--- config.mk ---
export PLATFORM = sky130hd
export DESIGN_NAME = crf_top
export DESIGN_NICKNAME = d
export VERILOG_FILES = /design/src/design/crf_pkg.sv /design/src/design/crf_top.sv
export SDC_FILE = /design/constraint.sdc
export NUM_CORES = 1
export LEC_CHECK = 0
export BUFFER_PORTS_ARGS = -buffer_cell sky130_fd_sc_hd__buf_2
export CAP_MARGIN = 20
export CORE_UTILIZATION = 25
export CTS_CLUSTER_SIZE = 24
export DETAILED_ROUTE_END_ITERATION = 10
export PLACE_DENSITY = 0.45
export SYNTH_ARGS = -nofsm -noshare
export SYNTH_HDL_FRONTEND = slang
export SYNTH_SLANG_ARGS = --single-unit
--- constraint.sdc ---
create_clock -name CLOCK -period 7.6 [get_ports CLOCK]
set_input_delay 1.52 -clock CLOCK [delete_from_list [all_inputs] [get_ports CLOCK]]
set_output_delay 1.52 -clock CLOCK [all_outputs]
set_load 0.05 [all_outputs]
--- src/design/crf_pkg.sv ---
// Purpose: constants and types for the receive acceptance filter block
// Assumes: AXI4-Lite register access, 32-bit data, one word per register
// Notes:   printed offsets are register indices; byte address is index times four
//
// Function
// - own transmitted frame goes to background only; no foreground, flag or ack
// - loop-back mode treats own frames like any other received frame
// - after lost arbitration the frame on the bus is received normally
// - several matching filters report the lowest-numbered one as hit
// - two-filter mode compares full extended id or standard id with flags
// - four-filter mode compares top 16 extended bits or standard id
// - eight-filter mode compares only the first 8 identifier bits
// - bank one yields filters 0 / 0-1 / 0-3, bank two 1 / 2-3 / 4-7
// - closed mode never fills foreground and never sets the full flag
// - mode field 00 two, 01 four, 10 eight filters, 11 closed
// - mode-and-hit register: mode 5:4, hit 2:0 read-only, rest zero, reset zero
// - every frame lands in background; only accepted frames signal the CPU
// - code and mask are applied bit by bit to the identifier bytes
// - in two-filter mode extended frames use all four pairs of a bank, standard only two
// - each transmit-empty enable gates its buffer-available event onto the interrupt
// - transmit control is held in reset while soft reset is set
// - transmit error count register is read-only, mirrors counter, resets zero
package crf_pkg;
	localparam logic [9:0] IDX_CTRL    = 10'h100;
	localparam logic [9:0] IDX_STAT    = 10'h101;
	localparam logic [9:0] IDX_TCTRL   = 10'h106;
	localparam logic [9:0] IDX_MODEHIT = 10'h108;
	localparam logic [9:0] IDX_TXERR   = 10'h10F;
	localparam logic [9:0] IDX_CODE    = 10'h110;
	localparam logic [9:0] IDX_MASK    = 10'h118;
	localparam logic [9:0] IDX_FG      = 10'h120;
	localparam logic [9:0] IDX_FGIDE   = 10'h124;
	localparam logic [9:0] IDX_BG      = 10'h128;
	localparam logic [9:0] IDX_BGIDE   = 10'h12C;
	localparam int CTRL_SRST = 0;
	localparam int CTRL_LOOP = 1;
	localparam int STAT_FULL = 0;
	localparam int STAT_OVR  = 1;
	localparam int MODE_LSB  = 4;
	localparam int TCTRL_W   = 3;
	localparam logic [7:0]  BYTE_RST = 8'h00;
	localparam logic [1:0]  RESP_OKAY   = 2'h0;
	localparam logic [1:0]  RESP_SLVERR = 2'h2;
	typedef enum logic [1:0] {CRF_TWO, CRF_FOUR, CRF_EIGHT, CRF_CLOSED} crf_mode_t;
	typedef struct packed {
		logic [31:0] id;
		logic        ide;
	} crf_frame_t;
endpackage

--- src/design/crf_top.sv ---
// Purpose: receive acceptance filtering, receive buffers and related registers
// Assumes: frame engine on the same clock; FRAME_DONE pulses once per frame
// Notes:   foreground holds until software clears the full flag
//
// The AXI4-Lite slave port was left to the implementer.
`timescale 1ns/1ps
module crf_top import crf_pkg::*; #(
	parameter int ADDR_W = 12
) (
	input  wire logic              CLOCK,
	input  wire logic              RSTN,
	input  wire logic [ADDR_W-1:0] AWADDR,
	input  wire logic              AWVALID,
	output logic                   AWREADY,
	input  wire logic [31:0]       WDATA,
	input  wire logic [3:0]        WSTRB,
	input  wire logic              WVALID,
	output logic                   WREADY,
	output logic [1:0]             BRESP,
	output logic                   BVALID,
	input  wire logic              BREADY,
	input  wire logic [ADDR_W-1:0] ARADDR,
	input  wire logic              ARVALID,
	output logic                   ARREADY,
	output logic [31:0]            RDATA,
	output logic [1:0]             RRESP,
	output logic                   RVALID,
	input  wire logic              RREADY,
	input  wire logic              FRAME_DONE,
	input  wire crf_frame_t        FRAME_IN,
	input  wire logic              TRANSMITTING,
	input  wire logic              ARB_LOST,
	input  wire logic [2:0]        TX_BUF_AVAIL,
	input  wire logic [7:0]        TX_ERR_CNT,
	output logic                   ACK_ENABLE,
	output logic                   RX_FULL,
	output logic                   TX_EMPTY_IRQ,
	output logic                   SOFT_RESET,
	output logic                   LOOPBACK
);

	function automatic logic byte_ok(input logic [7:0] idb, input logic [7:0] c,
			input logic [7:0] m);
		// a set mask bit makes that bit a don't-care
		return &((~(idb ^ c)) | m);
	endfunction

	function automatic logic [2:0] lowest(input logic [7:0] h);
		logic [2:0] r;
		r = '0;
		for (int i = 7; i >= 0; i--) begin
			if (h[i])
				r = 3'(i);
		end
		return r;
	endfunction

	function automatic logic is_mapped(input logic [9:0] x);
		return x == IDX_CTRL || x == IDX_STAT || x == IDX_TCTRL || x == IDX_MODEHIT
			|| x == IDX_TXERR || (x >= IDX_CODE && x <= IDX_BG + 10'h003)
			|| x == IDX_BGIDE;
	endfunction

	logic [7:0]       code_r [8];
	logic [7:0]       mask_r [8];
	logic [1:0]       mode_r;
	logic [2:0]       hit_r;
	logic             srst_r;
	logic             loop_r;
	logic             full_r;
	logic             ovr_r;
	logic [2:0]       tctrl_r;
	logic [7:0]       txerr_r;
	crf_frame_t       fg_r;
	crf_frame_t       bg_r;
	logic             ack_r;
	logic             irq_r;
	logic             aw_rdy_r;
	logic             w_rdy_r;
	logic [9:0]       aw_idx_r;
	logic [7:0]       wd_r;
	logic             ws_r;
	logic             bvalid_r;
	logic [1:0]       bresp_r;
	logic             ar_rdy_r;
	logic             rvalid_r;
	logic [31:0]      rdata_r;
	logic [1:0]       rresp_r;
	logic [9:0]       rd_idx_r;
	logic [7:0]       idb [4];
	logic [3:0]       pos_m [2];
	logic [3:0]       half_m [2];
	logic [3:0]       head_m [2];
	logic [7:0]       hits;
	logic             own;
	logic             accept;
	logic             clr_full;
	logic             clr_ovr;
	logic             fill;
	logic             wr_go;
	logic             wr_en;
	logic [9:0]       ar_idx;
	logic [7:0]       rd_byte;

	// identifier byte 0 is the most significant byte of the frame id
	for (genvar k = 0; k < 4; k++) begin : g_idb
		assign idb[k] = FRAME_IN.id[31-8*k -: 8];
	end

	for (genvar b = 0; b < 2; b++) begin : g_bank
		for (genvar k = 0; k < 4; k++) begin : g_pair
			assign pos_m[b][k]  = byte_ok(idb[k], code_r[4*b+k], mask_r[4*b+k]);
			assign half_m[b][k] = byte_ok(idb[k%2], code_r[4*b+k], mask_r[4*b+k]);
			assign head_m[b][k] = byte_ok(idb[0], code_r[4*b+k], mask_r[4*b+k]);
		end
	end

	always_comb begin
		hits = '0;
		case (crf_mode_t'(mode_r))
			CRF_TWO: begin
				for (int b = 0; b < 2; b++) begin
					hits[b] = pos_m[b][0] & pos_m[b][1]
						& (~FRAME_IN.ide | (pos_m[b][2] & pos_m[b][3]));
				end
			end
			CRF_FOUR: begin
				for (int b = 0; b < 2; b++) begin
					hits[2*b]   = half_m[b][0] & half_m[b][1];
					hits[2*b+1] = half_m[b][2] & half_m[b][3];
				end
			end
			CRF_EIGHT: begin
				hits = {head_m[1], head_m[0]};
			end
			default: begin
				hits = '0;
			end
		endcase
	end

	// own frame only while still transmitting; lost arbitration makes us a receiver
	assign own      = TRANSMITTING & ~ARB_LOST & ~loop_r;
	assign accept   = FRAME_DONE & (|hits) & ~own & ~srst_r;
	assign clr_full = wr_en && aw_idx_r == IDX_STAT && wd_r[STAT_FULL];
	assign clr_ovr  = wr_en && aw_idx_r == IDX_STAT && wd_r[STAT_OVR];
	// a frame arriving as software clears the flag still loads
	assign fill     = accept & (~full_r | clr_full);

	always_ff @(posedge CLOCK or negedge RSTN) begin
		if (!RSTN) begin
			bg_r <= '0;
		end else if (FRAME_DONE) begin
			bg_r <= FRAME_IN;
		end
	end

	always_ff @(posedge CLOCK or negedge RSTN) begin
		if (!RSTN) begin
			fg_r  <= '0;
			hit_r <= '0;
		end else if (fill) begin
			fg_r  <= FRAME_IN;
			hit_r <= lowest(hits);
		end
	end

	always_ff @(posedge CLOCK or negedge RSTN) begin
		if (!RSTN) begin
			full_r <= 1'h0;
			ovr_r  <= 1'h0;
		end else begin
			full_r <= (full_r & ~clr_full) | fill;
			// a refused frame in the clearing cycle still marks the overrun
			ovr_r  <= (ovr_r & ~clr_ovr) | (accept & ~fill);
		end
	end

	always_ff @(posedge CLOCK or negedge RSTN) begin
		if (!RSTN) begin
			ack_r   <= 1'h0;
			irq_r   <= 1'h0;
			txerr_r <= BYTE_RST;
		end else begin
			ack_r   <= ~own;
			irq_r   <= |(TX_BUF_AVAIL & tctrl_r);
			txerr_r <= TX_ERR_CNT;
		end
	end

	// configuration registers; only the low byte lane carries data
	assign wr_go = ~aw_rdy_r & ~w_rdy_r & ~bvalid_r;
	assign wr_en = wr_go & ws_r;

	always_ff @(posedge CLOCK or negedge RSTN) begin
		if (!RSTN) begin
			mode_r <= '0;
			srst_r <= 1'h0;
			loop_r <= 1'h0;
			for (int i = 0; i < 8; i++) begin
				code_r[i] <= BYTE_RST;
				mask_r[i] <= BYTE_RST;
			end
		end else if (wr_en) begin
			if (aw_idx_r == IDX_MODEHIT)
				mode_r <= wd_r[MODE_LSB +: 2];
			if (aw_idx_r == IDX_CTRL) begin
				srst_r <= wd_r[CTRL_SRST];
				loop_r <= wd_r[CTRL_LOOP];
			end
			for (int i = 0; i < 8; i++) begin
				if (aw_idx_r == IDX_CODE + 10'(i))
					code_r[i] <= wd_r;
				if (aw_idx_r == IDX_MASK + 10'(i))
					mask_r[i] <= wd_r;
			end
		end
	end

	always_ff @(posedge CLOCK or negedge RSTN) begin
		if (!RSTN) begin
			tctrl_r <= '0;
		end else if (srst_r) begin
			tctrl_r <= '0;
		end else if (wr_en && aw_idx_r == IDX_TCTRL) begin
			tctrl_r <= wd_r[TCTRL_W-1:0];
		end
	end

	// write channel: address and data taken in either order, one write in flight
	always_ff @(posedge CLOCK or negedge RSTN) begin
		if (!RSTN) begin
			aw_rdy_r <= 1'h1;
			w_rdy_r  <= 1'h1;
			aw_idx_r <= '0;
			wd_r     <= BYTE_RST;
			ws_r     <= 1'h0;
			bvalid_r <= 1'h0;
			bresp_r  <= RESP_OKAY;
		end else begin
			if (AWVALID && aw_rdy_r) begin
				aw_idx_r <= AWADDR[11:2];
				aw_rdy_r <= 1'h0;
			end
			if (WVALID && w_rdy_r) begin
				wd_r    <= WDATA[7:0];
				ws_r    <= WSTRB[0];
				w_rdy_r <= 1'h0;
			end
			if (wr_go) begin
				bvalid_r <= 1'h1;
				bresp_r  <= is_mapped(aw_idx_r) ? RESP_OKAY : RESP_SLVERR;
			end
			if (bvalid_r && BREADY) begin
				bvalid_r <= 1'h0;
				aw_rdy_r <= 1'h1;
				w_rdy_r  <= 1'h1;
			end
		end
	end

	assign ar_idx = ARADDR[11:2];

	always_comb begin
		rd_byte = BYTE_RST;
		case (ar_idx)
			IDX_CTRL:    rd_byte = {6'h00, loop_r, srst_r};
			IDX_STAT:    rd_byte = {6'h00, ovr_r, full_r};
			IDX_TCTRL:   rd_byte = {5'h00, tctrl_r};
			IDX_MODEHIT: rd_byte = {2'h0, mode_r, 1'h0, hit_r};
			IDX_TXERR:   rd_byte = txerr_r;
			IDX_FGIDE:   rd_byte = {7'h00, fg_r.ide};
			IDX_BGIDE:   rd_byte = {7'h00, bg_r.ide};
			default: begin
				for (int i = 0; i < 8; i++) begin
					if (ar_idx == IDX_CODE + 10'(i))
						rd_byte = code_r[i];
					if (ar_idx == IDX_MASK + 10'(i))
						rd_byte = mask_r[i];
				end
				for (int k = 0; k < 4; k++) begin
					if (ar_idx == IDX_FG + 10'(k))
						rd_byte = fg_r.id[31-8*k -: 8];
					if (ar_idx == IDX_BG + 10'(k))
						rd_byte = bg_r.id[31-8*k -: 8];
				end
			end
		endcase
	end

	// read channel: data registered on the same edge that takes the address
	always_ff @(posedge CLOCK or negedge RSTN) begin
		if (!RSTN) begin
			ar_rdy_r <= 1'h1;
			rvalid_r <= 1'h0;
			rdata_r  <= 32'h0000_0000;
			rresp_r  <= RESP_OKAY;
			rd_idx_r <= '0;
		end else if (ARVALID && ar_rdy_r) begin
			ar_rdy_r <= 1'h0;
			rvalid_r <= 1'h1;
			rdata_r  <= {24'h00_0000, rd_byte};
			rresp_r  <= is_mapped(ar_idx) ? RESP_OKAY : RESP_SLVERR;
			rd_idx_r <= ar_idx;
		end else if (rvalid_r && RREADY) begin
			rvalid_r <= 1'h0;
			ar_rdy_r <= 1'h1;
		end
	end

	assign AWREADY      = aw_rdy_r;
	assign WREADY       = w_rdy_r;
	assign BVALID       = bvalid_r;
	assign BRESP        = bresp_r;
	assign ARREADY      = ar_rdy_r;
	assign RVALID       = rvalid_r;
	assign RDATA        = rdata_r;
	assign RRESP        = rresp_r;
	assign ACK_ENABLE   = ack_r;
	assign RX_FULL      = full_r;
	assign TX_EMPTY_IRQ = irq_r;
	assign SOFT_RESET   = srst_r;
	assign LOOPBACK     = loop_r;
endmodule

==> summary by stage <==
Run
The tool flagged a number of max-cap violations equal to 0.

Power
The net switching power is 1.431 mW. The total power of the final layout is 4.140 mW. The worst-case IR drop observed on VDD is 0.1689 mV. The internal portion of total power is 2.709 mW. The total leakage power is 6.796 nW. The share of total power in sequential cells is 43.1%.

The clock group share of total power is 39.0%. Net switching is 34.56% of the power. The total power per unit cell area is 256.2 nW/µm².

The combinational share of power is 17.9%.

Synthesis
The number of unique standard cell types used by synthesis is 74. In the synthesized netlist, the number of instances is 1,280. In this run the mean area of a mapped cell was 10.90 µm². Of the synthesized area, sequential elements account for 44.87%.

The synthesized design contains 250 register bits. During synthesis, Yosys emitted a total of 0 warnings. In the synthesized netlist the async set-or-reset flop fraction comes to 100.0%.

In this run the cell area of the synthesized design comes to 13,950 µm². Among all flip-flop cells after synthesis, the most frequent one is dfrtp_1. The number of enable flip-flop cells after synthesis is 0.

Clock network
The root cell of the clock tree is clkbuf_16. TritonCTS built the clock tree. Clock tree synthesis inserted a total of 31 buffers. The number of buffers on the longest clock path is 3.

The clock-pin slew on the worst setup and hold paths is 60 ps. The clock insertion delay at the later pin of the skew report is 580 ps. For this design, the CTS-stage hold fixing added 0 buffers. Once the clock tree was built, the setup fixing pass inserted 0 buffers. The count of H-tree levels built during CTS is 1. The total number of clock tree sinks is 250. The total of cells resized after clock tree synthesis is 0.

Routing
The detailed-route vias per instance is 5.310. The number of vias after detailed routing is 11,280. In this run, the number of DRC markers left after iteration 0 of detailed routing was 1,128. In this run the remaining antenna-violating nets after routing total 0. The aggregate routed wire length is 60.99 mm.

The residual DRC count is 0. The wire length per cell is 28.70 µm. The number of iterations in the first detailed-routing pass is 6.

Critical path
The critical path is of the input port to flip-flop type. The element type at the critical path start is an input port. The critical path endpoint category is a flip-flop. The maximum fanout along the worst path is 36. The reg-to-reg setup timing slack is 3920 ps. The startpoint identified for the worst register-to-register timing path is code_r[28]$_DFFE_PN0P_.

At the worst endpoint, the arrival time is 5180 ps. The origin of the worst setup path is FRAME_IN[32]. The destination of the critical timing path is fg_r[14]$_DFFE_PN0P_.

The worst register-to-register path ends at fg_r[14]$_DFFE_PN0P_. The depth of the most critical reg-to-reg path is 9. The data required time at the worst endpoint is 8050 ps.

Timing
The total negative slack for setup checks is 0 ps. The worst slew slack as a fraction of its limit is 19.14%. The count of pins over their slew limit is 0.

The routed design could run at a clock period as short as 4726 ps. Setup repair after global routing left no endpoint under its margin. The final setup skew is 12.48 ps.

Based on the critical path, the design can be clocked at up to 0.2116 GHz. The number of hold-slack violations in the final timing report is 0. The slew at the pin closest to its max-slew limit is 1204 ps. The final cycle utilization of the critical path is 62.19%. The smallest hold slack is 494.4 ps. The least setup slack across all paths after layout is 2874 ps. The total setup violations reported at the end of the flow is 0.

Die
The starting density of the core is 25.32%. The placeable core region is 55,090 µm². The full die area is 56,750 µm². The die is 238.2 µm wide. The number of placement rows is 86. The floorplan step set the die height to 238.2 µm. During I/O placement, the number of pins put on the boundary was 160.

Hold path
In this run the worst hold path is classified as flip-flop to flip-flop. The source of the worst hold timing path is aw_idx_r[8]$_DFFE_PN0P_.

Global route
For this run the aggregate overflow at the end of global routing stands at 0. The number of global-route vias before repair is 11,170. Entering global routing, the biggest net connects 168 pins. The global routing usage summed across all routing layers is 21.54%. The initial antenna violation count came to 0. The global-route wire length before repair is 87.17 mm.

Final layout
Excluding fillers, the count of instances in the completed layout stands at 2,125. Once layout is complete, the utilization of the core stands at 29.33%. The final net count is 1,471. The fraction of final layout cells with drive strength greater than 1 is 29.43%.

Counting the fill cells in the layout gives 5,767. Registers take 6260 µm². The multi-input combinational cells in the finished layout cover a total of 7172 µm².

After routing the design area is 16,160 µm². The synthesis-to-finish area growth is 15.82%.

Place
The cell total after placement is 2,067. Port buffering added 102 buffers. The final estimated routing congestion in global placement is 0.9430. The worst setup slack after placement is 2312 ps. The standard cell area after detailed placement is 15,050 µm². The post-DP HPWL is 43.43 mm.

Run status
The run finished with clean final reports.
[power by group through the flow]
stage	registers, mW	clock network, mW	logic, mW
2_1_floorplan	1.71	0	0.458
3_3_place_gp	1.80	0	0.735
3_5_place_dp	1.81	0	0.740
4_1_cts	1.79	1.65	0.742
5_1_grt	1.81	1.71	0.788
6_report	1.78	1.62	0.741
[synth_stat cells, drive strengths merged (17+ instances only)]
cell	instances	area (µm²)
nand3	19	95.09
buf	55	382.9
nor2	70	262.8
nand2	57	214.0
nor3	33	201.5
nor4	17	106.4
mux2	219	2466
a21oi	46	230.2
o21ai	51	255.2
dfrtp	247	6181
o22ai	72	450.4
xnor2	129	1130
a22oi	18	135.1
clkbuf	46	180.2
[cells by family after synthesis]
| kind of cell | synth area share (%) |
|---|---|
| buffers and inverters | 4.439 |
| adders and majority gates | 0.3588 |
| and+or+nand+nor | 9.659 |
| xor gates and xnor gates | 8.099 |
| other | 0.02688 |
| muxes | 18.91 |
| AOI/OAI and AO/OA | 13.63 |
| DFF | 44.87 |
[worst min-delay path by stage]
stage / endpoint / slack, ps / depth (start not counted)
finish: aw_idx_r[8]$_DFFE_PN0P_ / 490 / 1
global route: RRESP[1]$_DFFE_PN0P_ / 510 / 2
CTS: fg_r[7]$_DFFE_PN0P_ / 490 / 1
detailed placement: fg_r[7]$_DFFE_PN0P_ / 480 / 1
global placement: fg_r[7]$_DFFE_PN0P_ / 470 / 1
floorplan: fg_r[21]$_DFFE_PN0P_ / 460 / 1
[flip-flops by register name, summed over array words and instances (netlist names), 2 cells and up]
name / flops
RDATA: 8
aw_idx_r: 10
bg_r: 33
code_r: 64
fg_r: 33
hit_r: 3
mask_r: 64
mode_r: 2
tctrl_r: 3
txerr_r: 8
wd_r: 8
[area by class of cell]
class / count / share of cell area (%)
Tap cell: 748 / 5.792
Clock inverter: 19 / 1.611
Timing Repair Buffer: 116 / 3.918
Multi-Input combinational cell: 939 / 44.39
Antenna cell: 1 / 0.01549
Inverter: 15 / 0.3485
Sequential cell: 250 / 38.74
Clock buffer: 37 / 5.188
[cell usage in the layout, fill, tap and decap left out, types with 31 or more instances in the layout]
| cell type | synthesis | final |
|---|---|---|
| clkbuf_16 | 0 | 31 |
| o21ai_0 | 51 | 51 |
| o22ai_1 | 72 | 72 |
| buf_2 | 15 | 103 |
| dfrtp_1 | 247 | 247 |
| mux2_2 | 215 | 215 |
| xnor2_1 | 129 | 129 |
| nand2_1 | 57 | 57 |
| nor2_1 | 70 | 70 |
| a21oi_1 | 46 | 46 |
[worst max-delay path, cell delays in order]
cell	delay (ps)
buf_2	380
buf_4	280
xnor2_1	130
o22ai_1	90
nor4_1	930
nand3_1	140
o211ai_1	400
a2111oi_2	170
nor3_4	170
buf_4	480
mux2_2	400
[routing by layer]
layer	vias to the layer above	track usage, %	part of all wire [%]
met2	492	33.43	45
met4	0	6.488	3.4
met5	-	0	0
met3	104	3.540	6.8
li1	4849	-	-
met1	5838	30.51	45
Power figures use the tool's default switching activity.
